$ cat config.mk
export PLATFORM = sky130hd
export DESIGN_NAME = two_wire_slave_engine
export DESIGN_NICKNAME = d
export VERILOG_FILES = /design/src/common/two_wire_pkg.sv /design/src/rtl/pin_sync.sv /design/src/rtl/two_wire_slave_engine.sv
export VERILOG_INCLUDE_DIRS = /design/src /design/src/common
export SDC_FILE = /design/constraint.sdc
export NUM_CORES = 1
export LEC_CHECK = 0
export ABC_AREA = 1
export BUFFER_PORTS_ARGS = -buffer_cell sky130_fd_sc_hd__buf_4
export CAP_MARGIN = 20
export CORE_ASPECT_RATIO = 0.6
export CORE_MARGIN = 1
export CORE_UTILIZATION = 50
export CTS_CLUSTER_DIAMETER = 80
export DETAILED_ROUTE_END_ITERATION = 10
export PLACE_DENSITY = 0.68
export REMOVE_ABC_BUFFERS = 1
export SLEW_MARGIN = 20
export SYNTH_ARGS = -nofsm -noshare
export SYNTH_HDL_FRONTEND = slang
export SYNTH_HIERARCHICAL = 1
export SYNTH_SLANG_ARGS = --single-unit
$ cat constraint.sdc
create_clock -name clk -period 3.5 [get_ports clk]
set_clock_uncertainty 0.05 [all_clocks]
set_input_delay 0.7 -clock clk [delete_from_list [all_inputs] [get_ports clk]]
set_output_delay 0.7 -clock clk [all_outputs]
set_load 0.02 [all_outputs]
$ cat src/common/two_wire_consts.svh
// Register offsets, field positions, status codes and reset values.
`ifndef TWO_WIRE_CONSTS_SVH
`define TWO_WIRE_CONSTS_SVH
// Register indices on the local register port.
`define OFS_OWN_ADDR      2'h0
`define OFS_CONTROL       2'h1
`define OFS_STATUS        2'h2
`define OFS_DATA          2'h3
// Control register bit positions.
`define CTL_STEP_DONE     7
`define CTL_ACK_EN        6
`define CTL_START_REQ     5
`define CTL_STOP_REQ      4
`define CTL_WCOL          3
`define CTL_IFACE_EN      2
`define CTL_IRQ_EN        0
// Own-address register: general call enable bit.
`define OWN_GC_EN         0
// Status codes, prescaler bits masked to zero.
`define ST_OWN_W_ACK      8'h60
`define ST_ARB_OWN_W      8'h68
`define ST_GC_ACK         8'h70
`define ST_ARB_GC         8'h78
`define ST_DATA_ACK       8'h80
`define ST_DATA_NACK      8'h88
`define ST_GC_DATA_ACK    8'h90
`define ST_GC_DATA_NACK   8'h98
`define ST_STOP_RESTART   8'ha0
`define ST_OWN_R_ACK      8'ha8
`define ST_ARB_OWN_R      8'hb0
`define ST_TX_ACK         8'hb8
`define ST_TX_NACK        8'hc0
`define ST_TX_LAST_ACK    8'hc8
`define ST_NO_INFO        8'hf8
`define ST_BUS_ERROR      8'h00
`define ST_CODE_MASK      8'hf8
// General call address, reset values and bit counts.
`define GENERAL_CALL_ADDR 7'h00
`define RST_OWN_ADDR      8'h00
`define RST_BYTE          8'h00
`define BITS_PER_BYTE     4'h8
`define LAST_TX_BIT       4'h7
`endif

$ cat src/common/two_wire_pkg.sv
// Types shared by the two-wire slave engine and its pin synchroniser.
package two_wire_pkg;
   // Phases of the slave engine.
   typedef enum logic [2:0] {
      PH_IDLE = 3'b000,
      PH_ADDR = 3'b001,
      PH_ACK  = 3'b010,
      PH_HOLD = 3'b011,
      PH_RX   = 3'b100,
      PH_TX   = 3'b101,
      PH_MACK = 3'b110
   } phase_t;
   // One access on the local register port.
   typedef struct packed {
      logic [1:0] addr;
      logic [7:0] wdata;
      logic       wr;
      logic       rd;
   } host_req_t;
   // State of one pin synchroniser.
   typedef struct packed {
      logic s1;
      logic s2;
      logic s3;
      logic lvl;
   } sync_state_t;
endpackage : two_wire_pkg

$ cat src/rtl/pin_sync.sv
// Three-stage synchroniser with a settled level for one bus pin.
`timescale 1ns/100ps
module pin_sync #(
   parameter logic RST_LEVEL = 1'b1
) (
   input  wire logic clk,
   input  wire logic rst_b,
   input  wire logic pin,
   output logic      level
);
   two_wire_pkg::sync_state_t q;
   two_wire_pkg::sync_state_t d;

   // The level follows only once stages two and three agree.
   always_comb begin
      d = q;
      d.s1 = pin;
      d.s2 = q.s1;
      d.s3 = q.s2;
      if (q.s2 == q.s3) begin
         d.lvl = q.s3;
      end
   end

   // State register.
   always_ff @(posedge clk or negedge rst_b) begin
      if (!rst_b) begin
         q <= {4{RST_LEVEL}};
      end else begin
         q <= d;
      end
   end

   assign level = q.lvl;
endmodule : pin_sync

$ cat src/rtl/two_wire_slave_engine.sv
// Slave engine of a two-wire serial interface with local registers.
`timescale 1ns/100ps
`include "two_wire_consts.svh"

// Summary of operation
// Acked general-call data reports 0x90.
// Nacked general-call data: 0x98, then unaddressed.
// STOP or restart while addressed reports 0xA0.
// Ack enable and general-call enable gate recognition.
// Pending start request issues START when bus frees.
// Upper seven own-address bits give slave address.
// Own-address bit zero enables general call.
// Software sets enable and ack, clears start/stop.
// Read bit selects transmit, else receive.
// Address match sets step flag and status.
// Lost arbitration then read reports 0xB0.
// Ack enable clear sends last byte; 0xC0/0xC8.
// After last byte ignore master, line stays high.
// Ack enable zero ignores address, keeps monitoring.
// In deep sleep, address match wakes the part.
// Clock line held low until flag cleared, after an address, 0x80/0x90 or 0xB8.
// Data register need not hold byte after wake.
// Software masks prescaler bits before comparing.
// Transmit states load byte; ack enable picks last.
// Misplaced START/STOP gives 0x00; stop request recovers.
module two_wire_slave_engine (
   input  wire logic                    clk,
   input  wire logic                    rst_b,
   input  wire two_wire_pkg::host_req_t busReq,
   output logic [7:0]                   rdData,
   input  wire logic                    sclIn,
   output logic                         sclOut,
   output logic                         sclOe,
   input  wire logic                    sdaIn,
   output logic                         sdaOut,
   output logic                         sdaOe,
   input  wire logic                    arbLost,
   input  wire logic                    sleepDeep,
   output logic                         wakeUp,
   output logic                         startIssue,
   output logic                         stepDone
);
   // Whole engine state.
   typedef struct packed {
      two_wire_pkg::phase_t st;
      two_wire_pkg::phase_t nextSt;
      logic [3:0]           cnt;
      logic [7:0]           sh;
      logic [7:0]           txSh;
      logic [7:0]           dataReg;
      logic [7:0]           ownAddr;
      logic [7:0]           code;
      logic [1:0]           presc;
      logic                 flag;
      logic                 ackEn;
      logic                 startReq;
      logic                 stopReq;
      logic                 wcol;
      logic                 ifaceEn;
      logic                 irqEn;
      logic                 stretch;
      logic                 sclHold;
      logic                 sdaDrv;
      logic                 addrPhase;
      logic                 rdMode;
      logic                 gc;
      logic                 ackNext;
      logic                 lastByte;
      logic                 mAck;
      logic                 arb;
      logic                 startPend;
      logic                 busy;
      logic                 sclPrev;
      logic                 sdaPrev;
      logic                 wake;
      logic                 startOut;
      logic [7:0]           rdata;
   } engine_state_t;

   engine_state_t q;
   engine_state_t d;
   logic          sclS;
   logic          sdaS;
   logic          sclRise;
   logic          sclFall;
   logic          startCond;
   logic          stopCond;
   logic          ownHit;
   logic          gcHit;
   logic          clearFlag;

   // Both bus lines enter through three-stage synchronisers.
   pin_sync #(.RST_LEVEL(1'b1)) u_scl_sync (
      .clk   (clk),
      .rst_b (rst_b),
      .pin   (sclIn),
      .level (sclS)
   );
   pin_sync #(.RST_LEVEL(1'b1)) u_sda_sync (
      .clk   (clk),
      .rst_b (rst_b),
      .pin   (sdaIn),
      .level (sdaS)
   );

   // Edge and condition detection on the settled line levels.
   assign sclRise   = sclS & ~q.sclPrev;
   assign sclFall   = ~sclS & q.sclPrev;
   assign startCond = sclS & q.sclPrev & ~sdaS & q.sdaPrev;
   assign stopCond  = sclS & q.sclPrev & sdaS & ~q.sdaPrev;

   // Address recognition, gated by ack enable at match time.
   assign ownHit = q.ackEn & q.ifaceEn &
                   (q.sh[7:1] == q.ownAddr[7:1]);
   assign gcHit  = q.ackEn & q.ifaceEn &
                   q.ownAddr[`OWN_GC_EN] & ~q.sh[0] &
                   (q.sh[7:1] == `GENERAL_CALL_ADDR);

   // Software clears the step flag by writing a one to it.
   assign clearFlag = busReq.wr & (busReq.addr == `OFS_CONTROL) &
                      busReq.wdata[`CTL_STEP_DONE] & q.flag;

   // Next-state logic for registers, bus engine and outputs.
   always_comb begin
      d = q;
      d.sclPrev  = sclS;
      d.sdaPrev  = sdaS;
      d.wake     = 1'b0;
      d.startOut = 1'b0;
      if (arbLost) begin
         d.arb = 1'b1;
      end

      // Register writes from the local port.
      if (busReq.wr) begin
         unique case (busReq.addr)
            `OFS_OWN_ADDR: begin
               d.ownAddr = busReq.wdata;
            end
            `OFS_CONTROL: begin
               d.ackEn    = busReq.wdata[`CTL_ACK_EN];
               d.startReq = busReq.wdata[`CTL_START_REQ];
               d.stopReq  = busReq.wdata[`CTL_STOP_REQ];
               d.ifaceEn  = busReq.wdata[`CTL_IFACE_EN];
               d.irqEn    = busReq.wdata[`CTL_IRQ_EN];
            end
            `OFS_STATUS: begin
               d.presc = busReq.wdata[1:0];
            end
            `OFS_DATA: begin
               if (q.flag) begin
                  d.dataReg = busReq.wdata;
                  d.wcol    = 1'b0;
               end else begin
                  d.wcol = 1'b1;
               end
            end
         endcase
      end

      // Register reads answer in the next cycle.
      if (busReq.rd) begin
         unique case (busReq.addr)
            `OFS_OWN_ADDR: d.rdata = q.ownAddr;
            `OFS_CONTROL:  d.rdata = {q.flag, q.ackEn, q.startReq,
                                      q.stopReq, q.wcol, q.ifaceEn,
                                      1'b0, q.irqEn};
            `OFS_STATUS:   d.rdata = ((q.flag ? q.code : `ST_NO_INFO) &
                                      `ST_CODE_MASK) |
                                     {6'h00, q.presc};
            `OFS_DATA:     d.rdata = q.dataReg;
         endcase
      end

      // Flag clear releases the held step and picks the next phase.
      if (clearFlag) begin
         d.flag = 1'b0;
         if (d.stopReq || q.nextSt == two_wire_pkg::PH_IDLE) begin
            d.st      = two_wire_pkg::PH_IDLE;
            if (d.startReq && !d.stopReq) begin
               d.startPend = 1'b1;
            end
            d.stopReq = 1'b0;
            d.sdaDrv  = 1'b0;
         end else if (q.nextSt == two_wire_pkg::PH_TX) begin
            d.st       = two_wire_pkg::PH_TX;
            d.cnt      = 4'h0;
            d.txSh     = q.dataReg;
            d.sdaDrv   = ~q.dataReg[7];
            d.lastByte = ~d.ackEn;
         end else begin
            d.st      = two_wire_pkg::PH_RX;
            d.cnt     = 4'h0;
            d.ackNext = d.ackEn;
         end
      end

      // Bus free tracking and the deferred START request.
      if (startCond) begin
         d.busy = 1'b1;
      end else if (stopCond) begin
         d.busy = 1'b0;
      end
      if (!d.startReq) begin
         d.startPend = 1'b0;
      end else if (q.startPend && !q.busy) begin
         d.startOut  = 1'b1;
         d.startPend = 1'b0;
      end

      // Line events; a set here overrides a clear above.
      if (!q.ifaceEn) begin
         d.st     = two_wire_pkg::PH_IDLE;
         d.sdaDrv = 1'b0;
      end else if (q.st != two_wire_pkg::PH_HOLD &&
                   (startCond || stopCond)) begin
         if (q.st == two_wire_pkg::PH_IDLE) begin
            if (startCond) begin
               d.st  = two_wire_pkg::PH_ADDR;
               d.cnt = 4'h0;
            end
         end else if (q.st == two_wire_pkg::PH_ADDR &&
                      q.cnt <= 4'h1 && startCond) begin
            d.cnt = 4'h0;
         end else if (q.st == two_wire_pkg::PH_RX &&
                      q.cnt <= 4'h1) begin  // First bit high may end.
            d.flag    = 1'b1;
            d.code    = `ST_STOP_RESTART;
            d.st      = two_wire_pkg::PH_HOLD;
            d.nextSt  = two_wire_pkg::PH_IDLE;
            d.stretch = 1'b0;
            d.sdaDrv  = 1'b0;
         end else begin
            d.flag    = 1'b1;
            d.code    = `ST_BUS_ERROR;
            d.st      = two_wire_pkg::PH_HOLD;
            d.nextSt  = two_wire_pkg::PH_IDLE;
            d.stretch = 1'b0;
            d.sdaDrv  = 1'b0;
         end
      end else begin
         unique case (q.st)
            two_wire_pkg::PH_IDLE, two_wire_pkg::PH_HOLD: begin
               // Idle or held step: no bit is sampled; a held step may keep the clock low.
            end
            two_wire_pkg::PH_ADDR, two_wire_pkg::PH_RX: begin
               if (sclRise) begin
                  d.sh  = {q.sh[6:0], sdaS};
                  d.cnt = q.cnt + 4'h1;
               end else if (sclFall && q.cnt == `BITS_PER_BYTE) begin
                  d.cnt = 4'h0;
                  d.st  = two_wire_pkg::PH_ACK;
                  if (q.st == two_wire_pkg::PH_RX) begin
                     d.addrPhase = 1'b0;
                     d.dataReg   = q.sh;
                     d.sdaDrv    = q.ackNext;
                  end else if (ownHit || gcHit) begin
                     d.addrPhase = 1'b1;
                     d.rdMode    = q.sh[0];
                     d.gc        = gcHit & ~ownHit;
                     d.sdaDrv    = 1'b1;
                  end else begin
                     d.st = two_wire_pkg::PH_IDLE;
                  end
               end
            end
            two_wire_pkg::PH_ACK: begin
               if (sclRise) begin
                  d.cnt = 4'h1;
               end else if (sclFall && q.cnt == 4'h1) begin
                  d.sdaDrv = 1'b0;
                  d.flag   = 1'b1;
                  d.st     = two_wire_pkg::PH_HOLD;
                  if (q.addrPhase) begin
                     d.stretch = 1'b1;
                     d.arb     = 1'b0;
                     d.wake    = sleepDeep;
                     if (!sleepDeep) begin
                        d.dataReg = q.sh;
                     end
                     if (q.rdMode) begin
                        d.nextSt = two_wire_pkg::PH_TX;
                        d.code   = q.arb ? `ST_ARB_OWN_R
                                         : `ST_OWN_R_ACK;
                     end else begin
                        d.nextSt = two_wire_pkg::PH_RX;
                        if (q.gc) begin
                           d.code = q.arb ? `ST_ARB_GC : `ST_GC_ACK;
                        end else begin
                           d.code = q.arb ? `ST_ARB_OWN_W
                                          : `ST_OWN_W_ACK;
                        end
                     end
                  end else begin
                     d.stretch = q.ackNext;
                     d.nextSt  = q.ackNext ? two_wire_pkg::PH_RX
                                           : two_wire_pkg::PH_IDLE;
                     if (q.gc) begin
                        d.code = q.ackNext ? `ST_GC_DATA_ACK
                                           : `ST_GC_DATA_NACK;
                     end else begin
                        d.code = q.ackNext ? `ST_DATA_ACK
                                           : `ST_DATA_NACK;
                     end
                  end
               end
            end
            two_wire_pkg::PH_TX: begin
               if (sclFall) begin
                  if (q.cnt == `LAST_TX_BIT) begin
                     d.sdaDrv = 1'b0;
                     d.st     = two_wire_pkg::PH_MACK;
                  end else begin
                     d.txSh   = {q.txSh[6:0], 1'b0};
                     d.sdaDrv = ~q.txSh[6];
                     d.cnt    = q.cnt + 4'h1;
                  end
               end
            end
            two_wire_pkg::PH_MACK: begin
               if (sclRise) begin
                  d.mAck = ~sdaS;
               end else if (sclFall) begin
                  d.flag  = 1'b1;
                  d.st    = two_wire_pkg::PH_HOLD;
                  if (q.mAck && !q.lastByte) begin
                     d.code    = `ST_TX_ACK;
                     d.nextSt  = two_wire_pkg::PH_TX;
                     d.stretch = 1'b1;
                  end else begin
                     d.code    = q.mAck ? `ST_TX_LAST_ACK
                                        : `ST_TX_NACK;
                     d.nextSt  = two_wire_pkg::PH_IDLE;
                     d.stretch = 1'b0;
                  end
               end
            end
            default: begin
               d.st     = two_wire_pkg::PH_IDLE;
               d.sdaDrv = 1'b0;
            end
         endcase
      end

      // Clock stretch stands only in a held step that asks for it.
      d.sclHold = (d.st == two_wire_pkg::PH_HOLD) & d.stretch;
   end

   // State register with constant reset values.
   always_ff @(posedge clk or negedge rst_b) begin
      if (!rst_b) begin
         q         <= '0;
         q.st      <= two_wire_pkg::PH_IDLE;
         q.nextSt  <= two_wire_pkg::PH_IDLE;
         q.ownAddr <= `RST_OWN_ADDR;
         q.dataReg <= `RST_BYTE;
         q.sclPrev <= 1'b1;
         q.sdaPrev <= 1'b1;
      end else begin
         q <= d;
      end
   end

   // Output drive; both lines are open drain and only pulled low.
   assign sclOut     = 1'b0;
   assign sdaOut     = 1'b0;
   assign sclOe      = q.sclHold;
   assign sdaOe      = q.sdaDrv;
   assign rdData     = q.rdata;
   assign wakeUp     = q.wake;
   assign startIssue = q.startOut;
   assign stepDone   = q.flag;
endmodule : two_wire_slave_engine

==> results of run 1 <==
## sequential cells by signal, summed over array words and instances (netlist names)
signal,flops
q,65
rdData,8
sclOe,1
sdaOe,1
startIssue,1
stepDone,1
u_scl_sync/d,2
u_scl_sync/level,1
u_scl_sync/q,1
u_sda_sync/d,2
u_sda_sync/level,1
u_sda_sync/q,1
wakeUp,1
## layout make-up
class / instances / area, um^2 / area share
Sequential cell: 86 / 2160 / 0.419
Clock buffer: 11 / 253 / 0.0490
Tap cell: 112 / 140 / 0.0272
Inverter: 84 / 318 / 0.0616
Timing Repair Buffer: 31 / 233 / 0.0451
Clock inverter: 5 / 31.3 / 0.00606
Multi-Input combinational cell: 416 / 2020 / 0.392
## worst min-delay path by stage
| stage | endpoint | slack (ns) |
|---|---|---|
| 3_5_place_dp | u_sda_sync/d[1]$_DFF_PN1_ | 0.30 |
| 3_3_place_gp | u_scl_sync/d[1]$_DFF_PN1_ | 0.30 |
| 6_report | u_sda_sync/d[1]$_DFF_PN1_ | 0.31 |
| 5_1_grt | u_sda_sync/d[1]$_DFF_PN1_ | 0.31 |
| 2_1_floorplan | u_scl_sync/d[1]$_DFF_PN1_ | 0.30 |
| 4_1_cts | u_sda_sync/d[1]$_DFF_PN1_ | 0.31 |
## critical path, stage by stage, from the launching register on
cell and delay [ns]:
dfstp_2 0.57, inv_1 0.05, nor2_1 0.36, nand4_1 0.30, nand2_1 0.23, nand2_1 0.08, a21oi_1 0.19, nand2_1 0.08
nand2_1 0.06, nand2_1 0.09, nand2_1 0.10, o21ai_0 0.08
## cells in the final DEF (no fill, tap or decap), types with 2 or more instances in the layout
cell	n
nor3_2	3
a41oi_1	4
buf_4	31
o211ai_1	8
ha_1	3
nand4_1	8
dfrtp_1	76
nand3_1	22
o21a_1	2
o21ai_2	2
a221oi_1	3
dfstp_2	10
nand3_2	3
xnor2_1	4
nand2_2	11
clkbuf_8	2
clkinv_2	2
inv_1	73
inv_2	9
inv_4	3
a31oi_1	4
o21ai_0	54
clkbuf_16	9
nor3b_1	2
nor2_4	2
o2111ai_1	2
nor2_1	59
nor3_1	3
o21ai_1	13
a21oi_2	2
nand2_1	170
xor2_1	2
conb_1	2
nor2_2	2
a21oi_1	18
## per-layer routing
layer  routed length (um)  up-vias  part of all wire
li1                     -     1984                 -
met5                    0        -                 0
met1                 6280     1951              0.50
met4                  108        0            0.0086
met2                 4580      188              0.36
met3                 1600       11              0.13
## power breakdown
part / switching (mW) / internal [mW]
logic: 0.400 / 0.236
registers: 0.205 / 1.16
clock network: 0.396 / 0.519
## cells by family (layout without fill, tap and decap cells)
logic type                 after synthesis  after routing  synth area share
xor gates and xnor gates                 6              6            0.0113
and+or+nand+nor                        288            288             0.268
adders and majority gates                3              3           0.00808
DFF                                     86             86             0.466
buffers and inverters                  104            131            0.0996
other                                    1              2          0.000807
AOI/OAI and AO/OA                      117            117             0.147
## stage by stage
step	instances	util	setup WS, ns
detailed placement	729	0.557	1.13
global placement	729	0.557	1.17
finish	745	0.590	1.14
CTS	745	0.590	1.18
floorplan	586	-	1.55
global route	745	0.590	0.950
==> results.yml, run 1 <==
status:
  status: "completed"
clock_tree:
  clk_pin_slew_worst_paths_ns: 0.06
  clock_path_buffers: 2
  cts_max_level: 3
  cts_tree: "built"
  worst_skew_pair.late_latency_ns: 0.34
  ctsHoldBuffers: 0
  postCtsResizedCells: 0
  post-cts-setup-buffers: 0
  clock-sinks: 86
  numCtsBuffers: 9
  cts-root-buf: "clkbuf_16"
worst_setup_path:
  cp_data_required_time_ns: 3.67
  cp-end-kind: "flop"
  criticalPathCategory: "reg2reg"
  reg2reg_depth: 11
  r2r_slack_ns: 1.14
  crit_path_start: "q[11]$_DFF_PN1_"
  rr_endpoint: "q[75]$_DFF_PN0_"
  worstPathMaxFanout: 6
  start_kind: "flop"
  r2r_start: "q[11]$_DFF_PN1_"
  critPathArrivalTime_ns: 2.52
  crit_path_end: "q[75]$_DFF_PN0_"
sta:
  drv_slew: 0
  worst_hold_slack_ns: 0.306
  hold_viol_final: 0
  fmax_mhz: 424
  setup_violations: 0
  slew_headroom: 0.364
  fin_crit_ns: 2.36
  worst_pin_slew_ns: 0.954
  rsz0062_at_grt: "false"
  fin_crit_sh: 0.673
  tns_ns: 0
yosys:
  synthCells: 605
  synth_ff_type: "dfrtp_1"
  ys_top_cells_by_count: "nand2_1, dfrtp_1, inv_1"
  synth_top_area_share: 0.409
  yosys.area.top_type: "dfrtp_1"
  synth_area_per_cell_um2: 7.68
  synthTopCellsByArea: "dfrtp_1, nand2_1, inv_1, o21ai_0, dfstp_2"
  syn_area_mm2: 0.00465
  yosysMostFrequentCell: "nand2_1"
  synthArstFlopShare: 1.00
  ys_ff_latch: 86
  synth_edf_count: 0
  netlist-cell-type-count: 44
  ys_seq_area_frac: 0.466
  yosys_warnings: 6
die:
  dieArea_mm2: 0.00969
  die_y_um: 76.7
  row_count: 26
  start_util: 0.531
  ios: 33
  die_w_um: 126
  core_area_mm2: 0.00875
detailed_routing:
  ant_nets: 0
  via_count: 4134
  remaining_drc_errors: 0
  drt_iter0_drc: 508
  dr.pass1.iters: 5
  routedWlPerCell_um: 16.9
  vias_per_cell: 5.55
  drt_wl_total_um: 12600
final_layout:
  syn_to_final_growth_pct: 11.1
  antenna_cells: 0
  nNetsFinal: 649
  drive_above_1_share: 0.147
  fillers: 803
  final_area_mm2: 0.00516
global_route:
  use_met3: 0.128
  grt_use_total: 0.282
  grt_pass1_vias: 3731
  grtUsageMet1: 0.438
  antenna_found_initial: 0
  busiest_layer: "met1"
  grt_overflow_total: 0
  grt_max_degree: 78
  grtUsageMet2: 0.344
  grt_pass1_wl_um: 20300
power_and_ir_drop:
  power.density_mw_per_mm2: 565
  p_leak_nw: 2.53
  ir_drop_uv: 331
  p_total_mw: 2.92
place:
  hpwl_um: 9770
  routabilityCongestion: 0.994
  portBuffers: 30
  placed_area_mm2: 0.00488
min_path:
  hp-class: "reg2reg"
  min_from: "u_sda_sync/d[2]$_DFF_PN1_"
  min_path_cells: 0
job:
  cap_violations: 0
Note: power is estimated with default switching activity, not from simulation.
==> inputs of run 2 (changes only) <==
clock period = 2.25 ns   (was 3.5 ns; I/O delays follow)
==> run 2 against run 1 <==
- maximum frequency is 14% higher
- sequential cell count stayed put
- highest routed layer unchanged
- combinational power is 62% higher
- core utilization is 1.3 points higher
==> results.yml, run 2 (synthesis results as in run 1) <==
detailed_routing:
  remaining_drc_errors: 0
  via_count: 4160
  vias_per_cell: 5.51
  dr.pass1.iters: 5
  drt_iter0_drc: 363
  routedWlPerCell_um: 16.8
  drt_wl_total_um: 12700
  ant_nets: 0
die:
  row_count: 26
  ios: 33
  die_y_um: 76.7
  start_util: 0.531
  die_w_um: 126
  dieArea_mm2: 0.00969
  core_area_mm2: 0.00875
worst_setup_path:
  rr_endpoint: "q[75]$_DFF_PN0_"
  cp-end-kind: "flop"
  critPathMostFrequentCell: "nand2_1"
  path_depth: 11
  crit_path_start: "q[11]$_DFF_PN1_"
  crit_path_end: "q[75]$_DFF_PN0_"
  cp_data_required_time_ns: 2.41
  critPathArrivalTime_ns: 2.23
  cp_top_family: "simple AND/OR/NAND/NOR gates"
  start_kind: "flop"
  criticalPathCategory: "reg2reg"
  r2r_slack_ns: 0.18
  worstPathMaxFanout: 3
  worst-path-buf-inv: 1
  cp_cell_sequence: "inv_1, nor2_1, nand4_1, nand2_1, nand2_1, a21oi_1, nand2_1, nand2_1, nand2_1, nand2_1, o21ai_0"
  r2r_start: "q[11]$_DFF_PN1_"
  slowest_stage: "dfstp_2"
  reg2reg_depth: 11
  max_stage_delay_ns: 0.53
place:
  routabilityCongestion: 0.980
  hpwl_um: 9750
  portBuffers: 30
global_route:
  grt_overflow_total: 0
  grt_max_degree: 65
  grt_pass1_wl_um: 20500
  antenna_found_initial: 0
  grt_pass1_vias: 3759
  grt_use_total: 0.284
sta:
  fmax_mhz: 484
  tns_ns: 0
  setup_violations: 0
  fin_crit_sh: 0.918
  fin_crit_ns: 2.07
  hold_viol_final: 0
  rsz0062_at_grt: "false"
  slew_headroom: 0.634
  worst_pin_slew_ns: 0.545
  drv_slew: 0
final_layout:
  final_common_cell: "nand2_1"
  nNetsFinal: 659
  antenna_cells: 0
  fillers: 775
  largest_register_ffs: 65
  syn_to_final_growth_pct: 13.6
  final_cell_mix: "nand2_1, dfrtp_1, inv_1"
  drive_above_1_share: 0.157
  top_register: "q"
clock_tree:
  cts_max_level: 3
  worst_skew_pair.late_latency_ns: 0.34
  clock-sinks: 86
  clk_pin_slew_worst_paths_ns: 0.07
  post-cts-setup-buffers: 0
  clock_path_buffers: 2
  numCtsBuffers: 9
  cts-root-buf: "clkbuf_16"
  cts_tree: "built"
power_and_ir_drop:
  ir_drop_uv: 483
  p_leak_nw: 2.58
  power.density_mw_per_mm2: 877
  clkPwrFrac: 0.324
  p_switching_mw: 1.54
  p_comb_frac: 0.222
  sw_frac_of_total: 0.333
  internal-power_mw: 3.08
  p_total_mw: 4.63
  pwr-share-seq: 0.454
job:
  cap_violations: 0
min_path:
  min_from: "sclIn"
  hp-class: "in2reg"
status:
  status: "completed"
run 2: worst min-delay path by stage:
stage	to	slack [ns]	cells past startpoint
after floorplan	q[12]$_DFFE_PN0P_	0.10	0
after global placement	q[45]$_DFFE_PN0P_	0.30	1
after detailed placement	u_sda_sync/d[1]$_DFF_PN1_	0.30	0
after CTS	u_scl_sync/d[2]$_DFF_PN1_	0.15	1
after global routing	u_scl_sync/d[2]$_DFF_PN1_	0.15	1
final	u_scl_sync/d[2]$_DFF_PN1_	0.16	1
run 2: stage by stage:
stage	hold slack [ns]	area (um^2)	util	cells	setup slack [ns]
after floorplan	0.104	4500	-	586	0.397
after global placement	0.296	4960	0.566	738	0.248
after detailed placement	0.298	4960	0.566	738	0.184
after CTS	0.151	5270	0.602	755	0.159
after global routing	0.148	5280	0.603	755	0.0479
final	0.161	5280	0.603	755	0.184
run 2: cell type report:
cell class | instances | area, um^2 | area share
clock buffers | 11 | 243 | 0.0460
clock inverters | 5 | 58.8 | 0.0111
inverters | 84 | 318 | 0.0602
multi-input cells | 416 | 2030 | 0.385
flip-flops and latches | 86 | 2160 | 0.410
well taps | 112 | 140 | 0.0266
repair buffers | 41 | 323 | 0.0612
run 2: power groups by stage:
stage | combinational [mW] | sequential, mW | clock [mW]
floorplan | 0.628 | 2.04 | 0
global placement | 0.998 | 2.11 | 0
detailed placement | 1.00 | 2.11 | 0
CTS | 1.01 | 2.09 | 1.53
global route | 1.16 | 2.13 | 1.59
finish | 1.03 | 2.10 | 1.50
run 2: timing repair:
action / in CTS / in global routing
hold buffers: 1 / 0
endpoints found under the setup margin: 0 / 5
gates resized for setup: 0 / 1
endpoints found under the hold margin: 12 / 0
run 2: layer usage:
metal,vias up,GRT usage,part of all wire
li1,2017,-,-
met1,1939,0.449,0.50
met2,195,0.359,0.38
met3,9,0.103,0.12
met4,0,0.0590,0.0073
met5,-,0,0
run 2: worst reg2reg max path, cell delays in order (launching register included):
cell and delay (ns):
dfstp_2 0.53, inv_1 0.03, nor2_1 0.25, nand4_1 0.29
nand2_1 0.21, nand2_1 0.07, a21oi_1 0.16, nand2_1 0.07
nand2_1 0.06, nand2_1 0.07, nand2_1 0.06, o21ai_0 0.08
==> inputs of run 3 (changes only) <==
SYNTH_HIERARCHICAL = default   (was 1)
==> run 3 against run 2 <==
- synthesized cell count decreased by 2.6%
- routed wire length increased by 3.0%
- via count increased by 2.0%
- global-route usage increased by 0.56 points
- maximum frequency increased by 1.2%
- final area increased by 2.8%
- critical path type unchanged
- critical endpoint is now sclOe$_DFF_PN0_
- highest routed layer unchanged
==> results.yml, run 3 <==
detailed_routing:
  vias_per_cell: 5.56
  drt-met1-wl_um: 6630
  routedWlPerCell_um: 17.1
  dr.pass1.iters: 5
  ant_nets: 0
  wl_met3_um: 1420
  drt_iter0_drc: 421
  highest_layer: "met4"
  drt_wl_total_um: 13100
  wl_met2_um: 4880
  remaining_drc_errors: 0
  via_count: 4244
place:
  dp_slack_ns: 0.154
  hpwl_um: 10100
  routabilityCongestion: 1.01
  portBuffers: 30
clock_tree:
  ctsHoldBuffers: 0
  cts-root-buf: "clkbuf_16"
  cts_max_level: 3
  postCtsResizedCells: 0
  clock-sinks: 86
  cts_tree: "built"
  clk_pin_slew_worst_paths_ns: 0.07
  worst_skew_pair.late_latency_ns: 0.35
  clock_path_buffers: 2
  post-cts-setup-buffers: 0
  numCtsBuffers: 9
yosys:
  synth_area_per_cell_um2: 8.02
  synthAdderAreaFrac: 0.0122
  ys_top_cells_by_count: "nand2_1, dfrtp_1, inv_1"
  synth_top_family_by_area: "simple AND/OR/NAND/NOR gates"
  synth_edf_count: 0
  synth_top_area_share: 0.403
  yosys.area.top_type: "dfrtp_1"
  synth-simple-area-share: 0.253
  synthTopCellsByArea: "dfrtp_1, nand2_1, dfstp_2, o21ai_0, inv_1"
  yosys_warnings: 0
  ys_seq_area_frac: 0.458
  ys_ff_latch: 86
  netlist-cell-type-count: 49
  synthArstFlopShare: 1.00
  synthCells: 589
  yosysMostFrequentCell: "nand2_1"
  syn_area_mm2: 0.00472
  synth_compound_area_frac: 0.170
  synth_mux_area_frac: 0
  synth_ff_type: "dfrtp_1"
  synth_xor_area_frac: 0.00742
die:
  start_util: 0.516
  die_y_um: 77.3
  dieArea_mm2: 0.00985
  row_count: 27
  ios: 33
  core_area_mm2: 0.00916
  die_w_um: 127
worst_setup_path:
  criticalPathCategory: "reg2reg"
  r2r_slack_ns: 0.21
  critPathArrivalTime_ns: 2.27
  worstPathMaxFanout: 4
  crit_path_start: "q[73]$_DFF_PN0_"
  cp_data_required_time_ns: 2.48
  r2r_start: "q[73]$_DFF_PN0_"
  start_kind: "flop"
  cp-end-kind: "flop"
power_and_ir_drop:
  ir_drop_uv: 481
  power.density_mw_per_mm2: 897
  p_leak_nw: 2.67
sta:
  worst_pin_slew_ns: 0.516
  fin_crit_sh: 0.908
  drv_slew: 0
  rsz0062_at_grt: "false"
  slew_headroom: 0.653
  fin_crit_ns: 2.04
  fin_ws_ns: 0.208
  fmax_mhz: 490
  tns_ns: 0
  setup_violations: 0
  hold_viol_final: 0
global_route:
  grt_pass1_wl_um: 21000
  grt_use_total: 0.289
  grt_max_degree: 51
  antenna_found_initial: 0
  grt_overflow_total: 0
  grt_pass1_vias: 3817
final_layout:
  drive_above_1_share: 0.197
  fillers: 831
  seq_area_mm2: 0.00216
  final_cell_mix: "nand2_1, dfrtp_1, inv_1"
  final_common_cell: "nand2_1"
  nNetsFinal: 649
  antenna_cells: 0
  multi_input_area_mm2: 0.00210
  largest_register_ffs: 65
  syn_to_final_growth_pct: 14.8
  top_register: "q"
min_path:
  hp-class: "in2async"
job:
  cap_violations: 0
status:
  status: "completed"
==> run 3: changes by cell type in the layout (fill, tap and decap cells not counted), sizes merged, moves of 3 or more <==
cell | before | now
nor2 | 63 | 43
nand2 | 181 | 168
o211ai | 8 | 18
o21ai | 69 | 77
buf | 40 | 46
o21a | 2 | 8
a21oi | 20 | 15
inv | 83 | 87
nand4 | 8 | 4
or2 | 0 | 4
a41oi | 4 | 1
==> run 3: metrics by stage <==
step / hold slack, ns / instances / utilization / total power, mW / area [um^2]
finish: 0.0201 / 763 / 0.592 / 4.86 / 5420
global route: 0.0592 / 763 / 0.592 / 5.10 / 5420
detailed placement: 0.297 / 747 / 0.558 / 3.29 / 5110
CTS: 0.0352 / 763 / 0.592 / 4.85 / 5420
floorplan: 0.104 / 571 / - / 2.77 / 4590
global placement: 0.297 / 747 / 0.558 / 3.27 / 5110
==> run 3: layout make-up <==
class,instances,area share
clock buffer,13,0.0540
clock inverter,3,0.00369
inverter,86,0.0595
multi-input combinational,399,0.387
sequential,86,0.399
tap,130,0.0300
timing repair buffer,46,0.0660
==> run 3: kinds of logic (layout without fill, tap and decap cells) <==
family | after synthesis | count (layout)
other | 1 | 2
buffers and inverters | 105 | 148
AO/OA/AOI/OAI | 133 | 133
adder cells (fa/ha/maj) | 5 | 5
XOR/XNOR | 4 | 4
flip-flops | 86 | 86
AND/OR/NAND/NOR | 255 | 255
==> run 3: path summary, 6_finish.rpt <==
path                                              to  cells past startpoint
max                                  sclOe$_DFF_PN0_                     13
min                                 wakeUp$_DFF_PN0_                      1
max reg2reg                          sclOe$_DFF_PN0_                     13
min reg2reg                u_scl_sync.d[1]$_DFF_PN1_                      0
max in group asynchronous          q[68]$_DFFE_PN0P_                      2
min in group clk           u_scl_sync.d[2]$_DFF_PN1_                      1
==> run 3: layer usage <==
metal,GRT usage,up-vias
li1,-,1987
met3,0.0984,14
met4,0.0679,0
met1,0.466,2039
met5,0,-
met2,0.355,204
==> run 3: critical path, cell delays in order, from the launching register on <==
cell and delay, ns:
dfrtp_1 0.41, inv_1 0.09, ha_1 0.21, o21ai_0 0.19
buf_4 0.15, nor2_1 0.03, nand2_1 0.09, nand2_2 0.09
nand2_2 0.08, nand2_4 0.07, inv_2 0.07, buf_4 0.14
nand3_1 0.18, nor2_1 0.12
==> run 3: report_power, final <==
part           switching [mW]  internal, mW
sequential              0.250          1.82
combinational           0.763         0.472
clock                   0.641         0.917
total                    1.65          3.21
